--- config.mk ---
export PLATFORM = sky130hd
export DESIGN_NAME = cdt_ctrl
export DESIGN_NICKNAME = d
export VERILOG_FILES = /design/src/cdt_fast_gen.v /design/src/cdt_slow_gen.v /design/src/cdt_ctrl.v
export VERILOG_INCLUDE_DIRS = /design/src /design/src/src
export SDC_FILE = /design/constraint.sdc
export NUM_CORES = 1
export LEC_CHECK = 0
export ABC_AREA = 1
export BUFFER_PORTS_ARGS = -buffer_cell sky130_fd_sc_hd__buf_4
export CAP_MARGIN = 10
export CORE_MARGIN = 8
export CORE_UTILIZATION = 45
export DETAILED_ROUTE_END_ITERATION = 10
export PLACE_DENSITY = 0.64
export SETUP_SLACK_MARGIN = 0.15
export SYNTH_ARGS = -nofsm -noshare
export SYNTH_HDL_FRONTEND = slang
export SYNTH_SLANG_ARGS = --single-unit
--- constraint.sdc ---
create_clock -name ref_clk -period 2.48 [get_ports ref_clk]
set_clock_uncertainty 0.05 [all_clocks]
set_input_delay 0.62 -clock ref_clk [delete_from_list [all_inputs] [get_ports ref_clk]]
set_output_delay 0.62 -clock ref_clk [all_outputs]
set_load 0.02 [all_outputs]
--- src/cdt_defs.vh ---
// Constants for the cable driver test pattern controller.
// Assumes inclusion by bare name from design files under src/.
`ifndef CDT_DEFS_VH
`define CDT_DEFS_VH
// ==================================================================
// Register map (Avalon word addresses)
`define CDT_ADDR_CTRL      2'h0
`define CDT_ADDR_STATUS    2'h1
// ==================================================================
// Control register fields
`define CDT_BIT_PDN        15
`define CDT_BIT_DCD        14
`define CDT_BIT_SQW        13
`define CDT_BIT_RISE       11
`define CDT_BIT_FALL       9
`define CDT_BIT_TEST       8
`define CDT_BIT_SLOW       4
`define CDT_BIT_FAST       3
`define CDT_BIT_GAP        2
`define CDT_RW_MASK        16'hEB1F
`define CDT_CTRL_RESET     16'h8000
// ==================================================================
// Timing
`define CDT_CLK_MHZ        250
`define CDT_GAP_SHORT_US   10
`define CDT_GAP_LONG_US    15
`define CDT_GAP_SHORT_CYC  (`CDT_GAP_SHORT_US * `CDT_CLK_MHZ)
`define CDT_GAP_LONG_CYC   (`CDT_GAP_LONG_US * `CDT_CLK_MHZ)
`define CDT_SLOW_BIT_CYC   25
`define CDT_FAST_BIT_CYC   2
`define CDT_DATA_BITS      64
`define CDT_END_OF_PACKET_VARIANT_ZERO_HALVES    8
`define CDT_END_OF_PACKET_VARIANT_ONE_HALVES    12
`define CDT_NLP_CYC        25
`endif

--- src/cdt_fast_gen.v ---
// Fast speed fixed bit pattern generator.
// Assumes a bit strobe from the parent; pattern select held stable.
`timescale 1ns/1ns
`default_nettype none
module cdt_fast_gen
(
  input  wire       clk,
  input  wire       rst,
  input  wire       en,
  input  wire       bit_stb,
  input  wire [1:0] sel,
  output reg        bit_out
);
  // ================================================================
  // Position counter within a 20 bit frame
  reg [4:0] pos_reg;
  reg [4:0] pos_next;
  reg       bit_next;

  // Pattern selection per position
  always @*
  begin
    pos_next = (pos_reg == 5'h13) ? 5'h00 : pos_reg + 5'h01;
    case (sel)
      2'h0: bit_next = 1'b0;                 // True quiet
      2'h1: bit_next = 1'b1;                 // All ones
      2'h2: bit_next = ~pos_reg[1];          // Two ones, two zeros
      default: bit_next = (pos_reg < 5'h0E); // Fourteen ones, six zeros
    endcase
  end

  // Advance on every bit strobe while enabled
  always @(posedge clk or posedge rst)
  begin
    if (rst)
    begin
      pos_reg <= 5'h00;
      bit_out <= 1'b0;
    end
    else if (!en)
    begin
      pos_reg <= 5'h00;
      bit_out <= 1'b0;
    end
    else if (bit_stb)
    begin
      bit_out <= bit_next;
      pos_reg <= (sel == 2'h2 && pos_reg == 5'h03) ? 5'h00 : pos_next;
    end
  end
endmodule // cdt_fast_gen
`default_nettype wire

--- src/cdt_slow_gen.v ---
// Slow speed sequence generator: data plus end of packet, link pulses,
// constant Manchester ones; a selectable gap follows data and pulses only.
// Assumes gap counts are given by the parent in clock cycles.
`timescale 1ns/1ns
`default_nettype none
`include "cdt_defs.vh"
module cdt_slow_gen
#(
  parameter GAP_SHORT = 2500,
  parameter GAP_LONG  = 3750
)
(
  input  wire       clk,
  input  wire       rst,
  input  wire       en,
  input  wire [1:0] sel,
  input  wire       gap_long,
  output reg        tx_out,
  output reg        tx_idle
);
  // ================================================================
  // States
  localparam S_IDLE = 2'h0;
  localparam S_SEND = 2'h1;
  localparam S_EOP  = 2'h2;
  localparam S_GAP  = 2'h3;

  reg [1:0]  state_reg;             // Sequencer state
  reg [13:0] cnt_reg;               // Cycle counter
  reg [6:0]  half_reg;              // Half bit counter
  reg        phase_reg;             // Manchester phase
  wire       half_end = (cnt_reg == `CDT_SLOW_BIT_CYC - 1);
  wire [31:0] eop_len_w = sel[0] ? `CDT_END_OF_PACKET_VARIANT_ONE_HALVES : `CDT_END_OF_PACKET_VARIANT_ZERO_HALVES; // Variant length
  wire [6:0]  eop_len   = eop_len_w[6:0];                                // Cut to counter width
  wire [13:0] gap_len = gap_long ? GAP_LONG[13:0] : GAP_SHORT[13:0];

  // Sequencer
  always @(posedge clk or posedge rst)
  begin
    if (rst)
    begin
      state_reg <= S_IDLE;
      cnt_reg   <= 14'h0000;
      half_reg  <= 7'h00;
      phase_reg <= 1'b0;
      tx_out    <= 1'b0;
      tx_idle   <= 1'b1;
    end
    else if (!en)
    begin
      state_reg <= S_IDLE;
      tx_out    <= 1'b0;
      tx_idle   <= 1'b1;
    end
    else
    begin
      case (state_reg)
        S_IDLE:
        begin
          // Start a sequence
          state_reg <= S_SEND;
          cnt_reg   <= 14'h0000;
          half_reg  <= 7'h00;
          phase_reg <= 1'b0;
          tx_idle   <= 1'b0;
          // Link pulse rises here so gap and pulse keep exact length
          if (sel == 2'h2)
            tx_out  <= 1'b1;
        end
        S_SEND:
        begin
          cnt_reg <= half_end ? 14'h0000 : cnt_reg + 14'h0001;
          if (sel == 2'h3)
          begin
            // Constant Manchester ones: steady 5 MHz tone
            tx_out <= phase_reg;
            if (half_end)
              phase_reg <= ~phase_reg;
          end
          else if (sel == 2'h2)
          begin
            // Single link pulse then gap
            tx_out <= 1'b1;
            if (cnt_reg == `CDT_NLP_CYC - 1)
            begin
              state_reg <= S_GAP;
              cnt_reg   <= 14'h0000;
              tx_out    <= 1'b0;
              tx_idle   <= 1'b1;
            end
          end
          else
          begin
            // Manchester data, alternating bit values
            tx_out <= phase_reg ^ half_reg[1];
            if (half_end)
            begin
              phase_reg <= ~phase_reg;
              half_reg  <= half_reg + 7'h01;
              if (half_reg == 2 * `CDT_DATA_BITS - 1)
              begin
                state_reg <= S_EOP;
                half_reg  <= 7'h00;
                tx_out    <= 1'b1;                 // End of packet starts now
              end
            end
          end
        end
        S_EOP:
        begin
          // End of packet: held high for the variant length
          tx_out  <= 1'b1;
          cnt_reg <= half_end ? 14'h0000 : cnt_reg + 14'h0001;
          if (half_end)
          begin
            half_reg <= half_reg + 7'h01;
            if (half_reg == eop_len - 7'h01)
            begin
              state_reg <= S_GAP;
              tx_out    <= 1'b0;
              tx_idle   <= 1'b1;
            end
          end
        end
        default:
        begin
          // Quiet gap between sequences
          tx_out  <= 1'b0;
          cnt_reg <= cnt_reg + 14'h0001;
          // Idle cycle closes the gap, so leave one early
          if (cnt_reg >= gap_len - 14'h0002)
            state_reg <= S_IDLE;
        end
      endcase
    end
  end
endmodule // cdt_slow_gen
`default_nettype wire

--- src/cdt_ctrl.v ---
// Functional notes
// - Power-down bit tristates driver, default set
// - Bit 14 boosts duty distortion compensation
// - Bit 13 gives square wave waveshaper test
// - Edge selects reset from straps, writable
// - Bit 8 enables speed dependent test mode
// - Bit 4 enables slow speed sequences
// - Bit 3 enables fast speed patterns
// - Gap 15 us when set, else 10
// - Fast select: zeros, ones, 2/2, 14/6
// - Slow select: END_OF_PACKET_VARIANT_ZERO, END_OF_PACKET_VARIANT_ONE, pulses, tone
//
// Top of the cable driver test pattern controller with Avalon-MM slave.
// Assumes straps are stable around reset release and speed is a level.
//
// The Avalon-MM slave port and the address map are this design's own decisions.
`timescale 1ns/1ns
`default_nettype none
`include "cdt_defs.vh"
module cdt_ctrl
#(
  parameter GAP_SHORT_CYC = `CDT_GAP_SHORT_CYC,
  parameter GAP_LONG_CYC  = `CDT_GAP_LONG_CYC
)
(
  input  wire        ref_clk,
  input  wire        rst,
  // Avalon-MM slave
  input  wire [1:0]  avs_address,
  input  wire        avs_read,
  input  wire        avs_write,
  input  wire [31:0] avs_writedata,
  input  wire [3:0]  avs_byteenable,
  output reg  [31:0] avs_readdata,
  output reg         avs_waitrequest,
  // Straps and operating speed
  input  wire        strap_rise,
  input  wire        strap_fall,
  input  wire        speed_100,
  // Driver controls
  output reg         drv_data,
  output reg         drv_data_oe_n,
  output reg         drv_powerdown,
  output reg         duty_distortion_comp_boost,
  output reg         waveshaper_square_test,
  output reg         edge_rise_select,
  output reg         edge_fall_select,
  output reg         driver_test_enable,
  output reg         pattern_active
);
  // ================================================================
  // Control register and strap capture
  reg  [15:0] ctrl_reg;          // Control word
  reg         strap_done_reg;    // Straps captured after release
  reg         ack_reg;           // Answer phase of a bus access
  wire        acc = (avs_read | avs_write) & ~ack_reg;
  wire        wr  = avs_write & ~ack_reg & (avs_address == `CDT_ADDR_CTRL);

  // Byte lane merge of write data
  wire [15:0] wmask = {{8{avs_byteenable[1]}}, {8{avs_byteenable[0]}}} & `CDT_RW_MASK;
  wire [15:0] ctrl_next = (ctrl_reg & ~wmask) | (avs_writedata[15:0] & wmask);

  // ================================================================
  // Pattern enables resolved by current speed
  wire fast_en = ctrl_reg[`CDT_BIT_FAST] & speed_100;
  wire slow_en = ctrl_reg[`CDT_BIT_SLOW] & ~speed_100;
  wire fast_bit;
  wire slow_bit;
  wire slow_idle;
  reg  [0:0] stb_cnt_reg;        // Fast bit strobe divider
  wire fast_stb = (stb_cnt_reg == 1'b1);

  // Register writes, strap capture, access handshake
  always @(posedge ref_clk or posedge rst)
  begin
    if (rst)
    begin
      ctrl_reg        <= `CDT_CTRL_RESET;
      strap_done_reg  <= 1'b0;
      ack_reg         <= 1'b0;
      avs_readdata    <= 32'h00000000;
      avs_waitrequest <= 1'b1;
      stb_cnt_reg     <= 1'b0;
    end
    else
    begin
      stb_cnt_reg <= stb_cnt_reg + 1'b1;
      if (!strap_done_reg)
      begin
        // Edge selects take their defaults from straps
        strap_done_reg           <= 1'b1;
        ctrl_reg[`CDT_BIT_RISE]  <= strap_rise;
        ctrl_reg[`CDT_BIT_FALL]  <= strap_fall;
      end
      else if (wr)
        ctrl_reg <= ctrl_next;
      // One wait cycle, then answer
      ack_reg         <= acc;
      avs_waitrequest <= ~acc;
      if (acc && avs_read)
      begin
        case (avs_address)
          `CDT_ADDR_CTRL:   avs_readdata <= {16'h0000, ctrl_reg};
          `CDT_ADDR_STATUS: avs_readdata <= {29'h00000000, slow_idle, drv_data, pattern_active};
          default:          avs_readdata <= 32'h00000000;
        endcase
      end
    end
  end

  // ================================================================
  // Pattern generators
  cdt_fast_gen u_fast
  (
    .clk     (ref_clk),
    .rst     (rst),
    .en      (fast_en),
    .bit_stb (fast_stb),
    .sel     (ctrl_reg[1:0]),
    .bit_out (fast_bit)
  );

  cdt_slow_gen
  #(
    .GAP_SHORT (GAP_SHORT_CYC),
    .GAP_LONG  (GAP_LONG_CYC)
  )
  u_slow
  (
    .clk      (ref_clk),
    .rst      (rst),
    .en       (slow_en),
    .sel      (ctrl_reg[1:0]),
    .gap_long (ctrl_reg[`CDT_BIT_GAP]),
    .tx_out   (slow_bit),
    .tx_idle  (slow_idle)
  );

  // ================================================================
  // Driver outputs, all registered
  always @(posedge ref_clk or posedge rst)
  begin
    if (rst)
    begin
      drv_data                   <= 1'b0;
      drv_data_oe_n              <= 1'b1;
      drv_powerdown              <= 1'b1;
      duty_distortion_comp_boost <= 1'b0;
      waveshaper_square_test     <= 1'b0;
      edge_rise_select           <= 1'b0;
      edge_fall_select           <= 1'b0;
      driver_test_enable         <= 1'b0;
      pattern_active             <= 1'b0;
    end
    else
    begin
      drv_powerdown              <= ctrl_reg[`CDT_BIT_PDN];
      drv_data_oe_n              <= ctrl_reg[`CDT_BIT_PDN];
      duty_distortion_comp_boost <= ctrl_reg[`CDT_BIT_DCD];
      waveshaper_square_test     <= ctrl_reg[`CDT_BIT_SQW];
      edge_rise_select           <= ctrl_reg[`CDT_BIT_RISE];
      edge_fall_select           <= ctrl_reg[`CDT_BIT_FALL];
      driver_test_enable         <= ctrl_reg[`CDT_BIT_TEST];
      pattern_active             <= fast_en | slow_en;
      // Current speed picks the source
      drv_data <= speed_100 ? fast_bit : slow_bit;
    end
  end
endmodule // cdt_ctrl
`default_nettype wire

After elaboration in Yosys (flattened, before gate mapping) --
Index checks and enable logic that the tools add are counted.
Storage, ports and cells: bits in registers 92, input bits 45, output and inout port bits 42, logic and storage cells 143
Operators by class: add/subtract/negate cells 6, order comparisons 2, equality and inequality tests 27, multiplexer cells 56, bitwise operators 17, reduce and logical (&&, ||, !) cells 12
Operators with widths (number):
- 14-bit 2-to-1 mux | 4
- 14-bit one-hot mux with 3 select lines | 1
- 7-bit 2-to-1 mux | 5
- 16-bit bitwise AND | 2
- 16-bit one-hot mux with 2 select lines | 1
- 1-bit 2-to-1 mux | 23
- 7-bit one-hot mux with 3 select lines | 1
- 5-bit 2-to-1 mux | 4
- 2-bit 2-to-1 mux | 9
- 6-bit AND reduction | 3
- 16-bit inverter | 1
- 16-bit bitwise OR | 1
- 14-bit by 1-bit adder with 14-bit output (second input constant) | 1
- 14-bit by 5-bit equality test with 1-bit output (second input constant) | 1
- 14-bit greater-or-equal comparator | 1
- 14-bit by 2-bit subtractor with 14-bit output (second input constant) | 1
- 12-bit 2-to-1 mux | 1
- 3-bit by 2-bit inequality test with 1-bit output (second input constant) | 4
- 11-bit 2-to-1 mux | 1
- 3-bit inequality test (second input constant) | 3
- 1-bit one-hot mux with 3 select lines | 3
- 2-bit by 1-bit inequality test with 1-bit output (second input constant) | 4
- 7-bit by 1-bit adder with 7-bit output (second input constant) | 1
- 7-bit equality test | 1
- 26 further kinds | 43

Longest topological paths before layout --
Gate-level depths: netlist of the first run.
depth after elaboration 7, depth in mapped cells 11

Hierarchy --
A second synthesis of the first run with hierarchy kept.
Unflattened totals: cell total of the unflattened synthesis 512, area, all modules 3943.8 sq um
Modules (own cells, without submodules):
- cdt_slow_gen | times used 1, cells each 280, area each 1974.4 sq um, seq. area each 651.9 sq um
- cdt_ctrl | times used 1, cells each 170, area each 1559.0 sq um, seq. area each 854.6 sq um
- cdt_fast_gen | times used 1, cells each 62, area each 410.4 sq um, seq. area each 150.1 sq um

Worst setup path before layout of the first run --
OpenSTA, ideal clock, no wires.
path kind in2reg, start input port avs_address[1], end register with a tool-made name, setup time 125 ps, arrival time 1545 ps, data required time 2305 ps, path slack 760 ps, stages on the path 5, path through nor2_2 > inv_2 > nor4_4 > nand2_4 > mux2_4
RTL lines:
- from (decl) | RTL line cdt_ctrl.v:29 | input wire [1:0] avs_address,

Worst setup path after layout of the first run --
start register u_slow.half_reg[0], end register u_slow.half_reg[4]
On the way: word-level cells in the longest chain between the ends 6
Ends and longest elaborated chain:
- from (decl) | RTL line cdt_slow_gen.v:30 | reg [6:0] half_reg;
- from (signal assigned) | RTL line cdt_slow_gen.v:99 | half_reg <= half_reg + 7'h01;
- from (signal assigned) | RTL line cdt_slow_gen.v:116 | half_reg <= half_reg + 7'h01;
- 7-bit by 1-bit adder with 7-bit output / 7-bit equality test (equally long branches) | RTL line cdt_slow_gen.v:99, cdt_slow_gen.v:116, cdt_slow_gen.v:100
- 7-bit 2-to-1 mux | RTL line cdt_slow_gen.v:100 | if (half_reg == 2 * `CDT_DATA_BITS - 1)
- 7-bit 2-to-1 mux | RTL line cdt_slow_gen.v:96 | if (half_end)
- 7-bit 2-to-1 mux | RTL line cdt_slow_gen.v:80 | else if (sel == 2'h2)
- 7-bit 2-to-1 mux | RTL line cdt_slow_gen.v:73 | if (sel == 2'h3)
- 7-bit one-hot mux with 3 select lines * | RTL line cdt_slow_gen.v:57 | case (state_reg)
Every way passes the cells marked *; elsewhere a longest branch is shown, timed or not. The select of a mux whose other input is x is not followed. A chain may end at the register's enable or synchronous reset.

==> run summary, run 1 <==
In the final layout, the share of cells above drive strength 1 is 19.0%. The final sum of negative setup slack came out at 0 ps. The final setup violation count is 0. The number of diodes added for antenna fixing is 0.

The number of warnings printed during yosys synthesis came out at 0. The achievable clock frequency came out at around 0.52 GHz. Global routing finished with a remaining overflow of 0. The peak fanout along the critical path came out at 5. The number of antenna violations at the first check in global routing came out at 0. Fill cells in the final layout number 778. Subtracting the final worst setup slack from the clock period gives 1930 ps.

In this run the worst hold path is classified as in -> async. The count of port buffers added during placement came out at 42. The number of buffers created by CTS is 9. Summed over all layers, the routed wires come to 8570 um. The maximum number of pins on one net before global-route repair came out at 67. The total count of hold-check failures in the final report was 0.

Before antenna repair, the detailed router went through 4 iterations. Summed over its instances, the top area cell type makes up 40.4% of the synthesized netlist area. The number of instances resized during post-cts repair is 0. The first global-routing pass estimated roughly 15000 um of wire. The average wire length per cell after detail routing came out at 13.6 um. The worst-skew pair later-pin latency is 350 ps. The final route contains ~3100 vias. For this run, the total global-route usage over all layers was measured as 15.7%. The floorplan step set the die width to between 100 and 150 um. The number of max-cap violations is 0. The number of storage elements in the synthesis netlist came out at 66.

The half-perimeter wire length after placement is ~6500 um. The fraction of the yosys area taken by sequential cells is 43.1%. STA classifies the critical path endpoint as a flop.

The worst path arrival time came out at between 2000 and 2500 ps. The number of hold buffers added after CTS was 0. Once layout is complete, the utilization of the core stands at a little over half. The final weighted congestion of routability-driven global placement is 0.884. The cell area after technology mapping is 3840 um^2. The die height is 108 um.

The I/O pin total is 87. Setup repair after global routing left no endpoint under its margin. Dividing total power by cell area gives a power density of 770 nW/um^2. For the worst setup path, the data required time is 2720 ps. The post-detailed-route DRC marker count came out at 0.

The startpoint-to-endpoint class of the critical path is reg -> reg. In the final design database the tool counted 581 nets. The peak supply drop is 0.450 mV. The deepest clock path buffer count came out at 2.

The multi-input combinational cell area is 1840 um^2. The netlist uses 43 different library cells. The post-synthesis area per instance came out at ~8.2 um^2. The initial cell density of the core is 46.5%. The run finished with clean final reports. After detailed routing, the number of vias per cell comes to 4.97.

CTS saw 66 sinks. The die covers between 10000 and 15000 um^2. The tree is rooted in a clkbuf_8. The share of the clock period used by the worst path after layout came out at about 78%.

The number of global-route vias before repair is 3246. Relative to the synthesized area, the layout overhead comes to 16.2%. The CTS H-tree depth came out at 3. For this design the static power due to leakage is 0.00222 uW.

The worst hold slack across all endpoints is 290 ps. The post-synthesis cell count is 471. STA classifies the critical path startpoint as a flop. The register cell area after layout came out at 1660 um^2. The cell type with the highest aggregate area in the netlist is dfrtp_1. Sorting the synthesized cells by area gives the leading types as dfrtp_1 40%, nand2_1 9.3%, nand3_1 5.5%, inv_1 5.4%, nor2_1 5.1%. The count of nets left with antenna violations after detail routing is 0. The number of buffers inserted to repair setup after CTS is 0. The floorplan step defined a core boundary enclosing 8260 um^2. The number of DRC violations after detailed-routing iteration 0 came out at 139. The number of rows in the core area is 33. Clock-pin slew was measured on the worst setup and hold paths at 80 ps. The count of final max-slew check failures came to 0. TritonCTS built the clock tree.
logic make-up after synthesis:
family	Yosys count	synth area share [%]
flip-flops	66	43.1
XOR/XNOR	7	1.60
other	2	0.196
AO/OA/AOI/OAI	49	7.26
multiplexers	7	2.51
buffers and inverters	87	10.9
AND/OR/NAND/NOR	238	29.5
adder cells (fa/ha/maj)	15	4.89
path summary, 6_finish.rpt:
| check | end | cells past startpoint | from | slack [ps] |
|---|---|---|---|---|
| worst max register to register | u_slow.half_reg[4] | 9 | u_slow.half_reg[0] | 550 |
| worst min-delay path | u_slow.cnt_reg[8] | 3 | rst | 290 |
| max in group asynchronous | avs_waitrequest | 3 | rst | 1750 |
| min in group ref_clk | drv_powerdown | 0 | flop | 340 |
| worst min register to register | drv_powerdown | 0 | flop | 340 |
| worst max-delay path | u_slow.half_reg[4] | 9 | u_slow.half_reg[0] | 550 |
worst max-delay path: stages, from the launching register on:
cell and delay, ps:
dfrtp_1 410, ha_1 260, nand3_1 150, nor2_1 80, nand3_1 190, nand2_1 80
a21oi_1 320, o21ai_0 150, nand2_1 80, and2_1 110
power by group:
group	switching, uW	internal (uW)
clock	456	676
sequential	106	1230
combinational	615	353
total	1180	2260
through the flow:
step                      setup slack [ps]  std cells  total power (uW)  instance area [um^2]
after floorplan                        162        491              2050                  3920
after global placement                 508        615              2310                  4220
after detailed placement               499        615              2330                  4220
after CTS                              520        631              3480                  4460
after global routing                   319        631              3670                  4460
final                                  555        631              3440                  4460
layout make-up:
cell class / instances / area share (%)
Timing Repair Buffer: 46 / 8.02
Clock inverter: 7 / 2.78
Inverter: 60 / 5.16
Multi-Input combinational cell: 338 / 41.2
Clock buffer: 9 / 2.78
Sequential cell: 66 / 37.1
Tap cell: 105 / 2.94
Yosys cell counts:
master	number
o32ai_1	1
nand3_4	1
a22oi_2	1
nand3_1	42
a21oi_1	18
conb_1	2
clkinv_4	1
o21ai_1	3
nand4_1	12
clkinv_1	1
nand2_2	6
nand2_4	4
nor2_4	3
dfrtp_1	62
clkbuf_1	2
nand2_1	95
inv_1	55
mux2_2	1
a32oi_1	1
o31ai_1	2
ha_1	15
nor3_2	2
nor2_2	4
o21ai_0	17
nand3b_1	2
xor2_1	6
buf_4	23
dfstp_2	4
nor3_1	10
and2_1	1
nand3_2	1
nor4_1	1
mux2i_1	1
nor3b_1	1
nor4_4	1
nor2_1	52
mux2_4	5
inv_2	3
a31oi_1	3
xnor2_1	1
o211ai_1	1
buf_2	2
o311ai_0	2
layout by cell type (no fill, tap or decap), types with 9 or more instances in the layout:
master and count:
conb_1 22, ha_1 15, nor2_1 52, clkbuf_8 9, inv_1 54, nand4_1 12, a21oi_1 18, dfrtp_1 62
nor3_1 10, nand3_1 42, o21ai_0 17, buf_4 45, nand2_1 95
per-layer routing:
| layer | GRT usage (%) | up-vias | part of all wire (%) |
|---|---|---|---|
| met5 | 0 | - | 0 |
| met4 | 5.08 | 0 | 0.67 |
| met3 | 4.22 | 5 | 4.2 |
| met2 | 26.7 | 50 | 51 |
| met1 | 18.7 | 1492 | 44 |
| li1 | - | 1587 | - |
No activity file was read; power rests on OpenSTA's default activity.
==> run 2, diff against run 1 <==
- PLACE_DENSITY: 0.64 -> 0.67
- clock period: 2.48 -> 1.7 ns (I/O delays scaled with it)
==> run summary, run 2 (same netlist as run 1, synthesis figures left out) <==
The flow ran to the end, and the final reports show no timing, DRC or antenna violations. The achievable clock frequency is 0.592 GHz. Of the total power, the clock network draws 27.4%. The count of nets left with antenna violations after detail routing came out at 0. Setup repair after global routing could not meet its margin everywhere. The kind of end point of the critical path is a flop. The aggregate routed wire length is about 9800 um. The cell repeated most along the worst path is nand2_4. The final critical delay including setup and external delays came out at approximately 1700 ps. For the final routed database, the setup TNS stands at 0 ps. The hold buffer count at cts is 0. The clock-pin slew on the worst setup and hold paths came out at ~80 ps. The floorplan die width is 108 um.

The peak fanout along the critical path came out at 6. The critical path goes through inv_1 -> ha_1 -> nand3_1 -> nor2_4 -> nand2_4 -> nand2_4 -> nand3_4 -> clkinv_4 -> nand2_1 -> and2_1. By startpoint and endpoint, the worst setup path is classified as reg -> reg.

The worst path arrival time is 1880 ps. For this run, the total global-route usage over all layers was measured as 17.2%. The total count of hold-check failures in the final report is 0.

The number of antenna violations at the first check in global routing is 0. On the worst path, the slowest cell contributes a delay of roughly 390 ps. The deepest clock path buffer count came out at 2.

Clock tree synthesis inserted a total of 9 buffers. The count of buffers added on input and output ports is 42. The sum of overflow across all layers after global routing came out at 0. The net switching power is between 1500 and 2000 uW. Relative to the synthesized area, the layout overhead comes to 35.0%. The library cells used most frequently in the layout, excluding fill and tap cells, are 101 x buf_4, 88 x nand2_1, 60 x dfrtp_1, 46 x inv_1, 45 x nor2_1.

In this run the standard cell core region covers slightly above 8000 um^2. The tightest min-delay check is of the in -> async type. The sequential share of power came out at 35.0%.

The initial cell density of the core came out at 46.5%. The library cell used most frequently in the layout, excluding fill and tap cells, is buf_4. For this design the top-level I/O count stands at 87. The kind of start point of the critical path is a flop. The switching share of power came out at approximately a third.

The internal power component came out at 3620 uW. In the routed design, unresolved DRC markers number 0. The number of rows in the core area came out at 33. The count of final max-slew check failures is 0. The leakage dissipation came out at 0.00259 uW.

The final weighted congestion of routability-driven global placement is between 0.8 and 0.9. After detailed routing, the average wire length per cell comes to approximately 14 um. The number of max-cap violations is 0. The die height came out at roughly 110 um. The transition time at the pin with the least slew margin is ~540 ps. After the last flow step, the layout net total stands at about 640.

Using the TritonRoute via totals, the vias-per-cell ratio works out to 5.00. The worst-case IR drop observed on VDD is around 0.63 mV. TritonCTS built the clock tree. The maximum number of pins on one net before global-route repair came out at 25. The share of the clock period used by the worst path after layout came out at slightly below 100%.

In the final layout, the share of cells above drive strength 1 is 34.5%. The total vias in the final route is 3471. The number of global-route vias before repair came out at ~3500. The half-perimeter wire length after placement came out at 7170 um. The global-route wire length before repair came out at 16200 um. For the worst setup path, the data required time is 1890 ps. The highest-delay cell along the critical path is dfrtp_1. The area after detailed placement is 4590 um^2. The number of diodes added for antenna fixing is 0.

The combinational share of power came out at 37.6%. The count of clock tree sinks came out at 66. The floorplan step defined a die boundary enclosing 11700 um^2. The filler cells instantiated in the layout total 697. The number of DRC violations after detailed-routing iteration 0 came out at approximately 150. The library cell used as clock root buffer is clkbuf_8. For this run, the detailed router's first-pass iteration total came to 5. Dividing total power by cell area gives a power density of 1070 nW/um^2.

The CTS H-tree depth came out at 3. The worst-skew pair later-pin latency came out at roughly 350 ps. In this run the tightest slew margin relative to its limit is between 60% and 70%.

The finished cells cover roughly 5200 um^2. Setup violations remaining at the end of the flow were counted as 0.
==> run 2: cell type report <==
type / count / area, um^2 / share of cell area [%]
Timing Repair inverter: 1 / 8.76 / 0.169
Sequential cell: 66 / 1660 / 32.0
Timing Repair Buffer: 108 / 855 / 16.5
Inverter: 60 / 239 / 4.61
Tap cell: 105 / 131 / 2.53
Multi-Input combinational cell: 338 / 2060 / 39.8
Clock buffer: 10 / 138 / 2.65
Clock inverter: 6 / 90.1 / 1.74
==> run 2: worst paths after layout <==
kind / cells past startpoint / endpoint / slack [ps] / start
max in group asynchronous: 3 / drv_data / 1010 / rst
worst max register to register: 10 / u_slow.half_reg[4] / 10 / u_slow.cnt_reg[1]
worst min-delay path: 2 / avs_readdata[14] / 70 / rst
worst min register to register: 0 / drv_powerdown / 330 / flop
min in group ref_clk: 3 / ctrl_reg[9] / 230 / strap_fall
worst max-delay path: 10 / u_slow.half_reg[4] / 10 / u_slow.cnt_reg[1]
==> run 2: per-stage QoR <==
stage / cells / power, uW / setup slack, ps / util, % / hold WS, ps
finish: 694 / 5560 / 12.1 / 62.8 / 72.3
global route: 694 / 5880 / -88.4 / 62.8 / 101
CTS: 689 / 5540 / 11.1 / 61.5 / 75.1
detailed placement: 664 / 3750 / -4.82 / 55.6 / 326
global placement: 664 / 3690 / 13.3 / 55.6 / 322
floorplan: 491 / 3010 / 165 / - / 311
==> run 2: power groups by stage <==
stage               sequential [uW]  clock [uW]  combinational (uW)
global route                   1970        1610                2300
detailed placement             1970           0                1780
CTS                            1940        1550                2040
floorplan                      2040           0                 962
global placement               1960           0                1730
finish                         1940        1530                2090
==> run 2: layer usage <==
| layer | share of wire, % | wire (um) | GRT usage (%) |
|---|---|---|---|
| met1 | 40 | 3960 | 19.8 |
| met2 | 54 | 5340 | 30.9 |
| met3 | 4.8 | 469 | 3.93 |
| met4 | 0.83 | 82 | 5.38 |
| met5 | 0 | 0 | 0 |
==> run 2: repair_timing <==
item,4_1_cts,5_1_grt
hold endpoints to repair,0,0
buffers inserted,8,5
resized for setup,41,21
endpoints found under the setup margin,25,32
pin swaps,14,14
gates cloned,1,0
==> run 2: critical path, delay by kind of cell (launching register included) <==
family | cells | cell delay (ps)
flip-flops | 1 | 390
AND/OR/NAND/NOR | 7 | 820
buffers and inverters | 2 | 190
adder cells (fa/ha/maj) | 1 | 140
==> run 3, diff against run 2 <==
- CELL_PAD_IN_SITES_DETAIL_PLACEMENT: unset -> 0
- CELL_PAD_IN_SITES_GLOBAL_PLACEMENT: unset -> 1
- CORE_UTILIZATION: 45 -> 36
- PLACE_DENSITY: 0.67 -> 0.72
==> run summary, run 3 (same netlist as run 1, synthesis figures left out) <==
The H-tree generated during clock tree synthesis spans 3 levels. The core area is 10300 um^2. The tightest min-delay check is of the in -> async type. Setup violations remaining at the end of the flow were counted as 0. The die covers 14200 um^2. The final weighted congestion of routability-driven global placement came out at 0.852.

The number of buffers created by CTS came out at 9. The total vias in the final route came out at 3406. The required time of the critical path came out at around 1900 ps.

Global routing used 14.2% of the available tracks across all layers. The floorplan has 37 rows. The peak supply drop came out at slightly above 0.5 mV. STA classifies the critical path endpoint as a flop.

After clock tree synthesis, the clock-pin slew on the worst setup and hold paths is 90 ps. The number of max-cap violations came out at 0. The count of final max-slew check failures came to 0.

The I/O pin total is 87. The worst-skew pair later-pin latency came out at 350 ps. The leakage dissipation is 0.00256 uW. The sum of overflow across all layers after global routing came out at 0.

The peak fanout along the critical path is 6. The net count of the finished layout is 645. The count of nets left with antenna violations after detail routing came out at 0. The slack of the worst reg-to-reg path came out at approximately 8.6 ps. The wire-length estimate of the detail-placed layout is 7320 um. The area after detailed placement came out at around 4700 um^2. The floorplan die width is 119 um. The filler cells instantiated in the layout total 960. The count of port buffers added during placement came out at 42. The hold buffer count at cts is 0. The maximum number of pins on one net before global-route repair is 30. The library cell used most frequently in the layout, excluding fill and tap cells, is buf_4. The worst path in the final design needs a cycle of 1690 ps, including I/O delays and setup. For the worst setup path, the data arrival time is approximately 1900 ps. The number of antenna violations at the first check in global routing came out at 0. From synthesis to final layout, the design area changed by 40.4%. The critical path in this run is classified as reg -> reg. The stage delay of the slowest cell on the critical path is roughly 420 ps.

The worst setup path is launched from a flop. The power consumption is roughly 5800 uW. The number of DRC violations after detailed-routing iteration 0 is 177. After layout, the worst path uses 99.5% of the clock period. The number of global-route vias before repair came out at 3478. The proportion of layout cells with a drive suffix above 1 came out at 40.2%. The count of clock tree sinks is 66.

Setup repair after global routing could not meet its margin everywhere. For this design the ratio of total power to cell area is 1080 nW/um^2. Traced cell by cell, the critical path runs through inv_4 -> ha_4 -> a21oi_1 -> nand2_1 -> a21oi_2 -> nand4_1 -> nand4_1 -> nand2_1. The area of all placed cells without fillers is 5390 um^2.

The flow ran to the end, and the final reports show no timing, DRC or antenna violations. Based on the critical path, the design can be clocked at up to 0.591 GHz. The first-pass detailed-route iteration total is 4. The aggregate routed wire length came out at 9870 um. The die height is 119 um. After detailed routing, the number of remaining DRC violations is 0. The number of cell instances on the worst register-to-register path is 8. The first global-routing pass estimated 16700 um of wire. The number of diodes added for antenna fixing came out at 0. After detailed routing, the average wire length per cell comes to 13.6 um. For this design, the slowest cell found on the critical path is dfrtp_1.

The initial cell density of the core is 37.2%. Using the TritonRoute via totals, the vias-per-cell ratio works out to 4.69. Clock tree synthesis selected as its root buffer the cell clkbuf_8. The deepest clock path buffer count is 2.

In this run the critical register-to-register path is captured at u_slow.state_reg[0]. In the layout the commonest cells are 101 x buf_4, 87 x nand2_1, 56 x dfrtp_1, 41 x inv_1, 40 x nor2_1. The total count of hold-check failures in the final report came out at 0.

TritonCTS built the clock tree.
[run 3: cell count changes in the layout (fill, tap and decap cells not counted), moves of 4 or more]
cell     change
inv_2        +4
ha_1         -4
nor2_1       -5
dfrtp_2      +4
dfrtp_1      -4
inv_1        -5
nand3_1      -5
[run 3: power by group]
part           total, uW  switching (uW)  internal, uW
logic               2200            1200           996
clock network       1690             698           990
registers           1960             160          1800
[run 3: worst max-delay path by stage]
stage | from | end | slack (ps) | cells past startpoint
after floorplan | u_slow.state_reg[1] | u_slow.half_reg[4] | 160 | 9
after global placement | flop | u_slow.state_reg[1] | -20 | 9
after detailed placement | flop | u_slow.state_reg[0] | -20 | 10
after CTS | flop | u_slow.state_reg[1] | 7 | 8
after global routing | flop | u_slow.state_reg[1] | -100 | 11
final | flop | u_slow.state_reg[0] | 9 | 8
[run 3: layer usage]
| metal | up-vias | track usage (%) | share of wire [%] |
|---|---|---|---|
| met3 | 6 | 3.83 | 4.1 |
| li1 | 1726 | - | - |
| met4 | 0 | 3.83 | 0.81 |
| met1 | 1616 | 17.1 | 45 |
| met2 | 58 | 24.3 | 50 |
| met5 | - | 0 | 0 |
[run 3: worst max-delay path, delay by kind of cell, from the launching register on]
family | cells | cell delay [ps]
simple gates | 4 | 490
flops | 1 | 420
compound gates | 2 | 270
fa+ha+maj | 1 | 230
buf+inv | 1 | 140
[run 3: area by class of cell]
class                      count  area, um^2  share of cell area, %
clock buffer                   9         124                   2.30
tap                          136         170                   3.15
clock inverter                 7         124                   2.30
sequential                    66        1660                   30.9
inverter                      60         241                   4.48
multi-input combinational    338        2210                   40.9
timing repair buffer         109         857                   15.9
timing repair inverter         1        5.00                 0.0928
[run 3: repair_timing]
item / 4_1_cts / 5_1_grt
hold endpoints to repair: 0 / 0
setup endpoints to repair: 25 / 34
cloned: 1 / 0
resized for setup: 43 / 61
pin swaps: 14 / 12
buffers inserted: 6 / 5
[run 3: metrics by stage]
step / instances / hold slack (ps) / worst slack, ps / TNS (ps) / utilization, %
final: 726 / 17.2 / 8.55 / 0 / 52.2
after CTS: 721 / 23.5 / 6.78 / 0 / 49.9
after global routing: 726 / 26.6 / -97.8 / -248 / 52.2
after global placement: 698 / 313 / -16.1 / -29.9 / 45.1
after floorplan: 491 / 311 / 165 / 0 / -
after detailed placement: 698 / 319 / -21.2 / -53.9 / 45.1
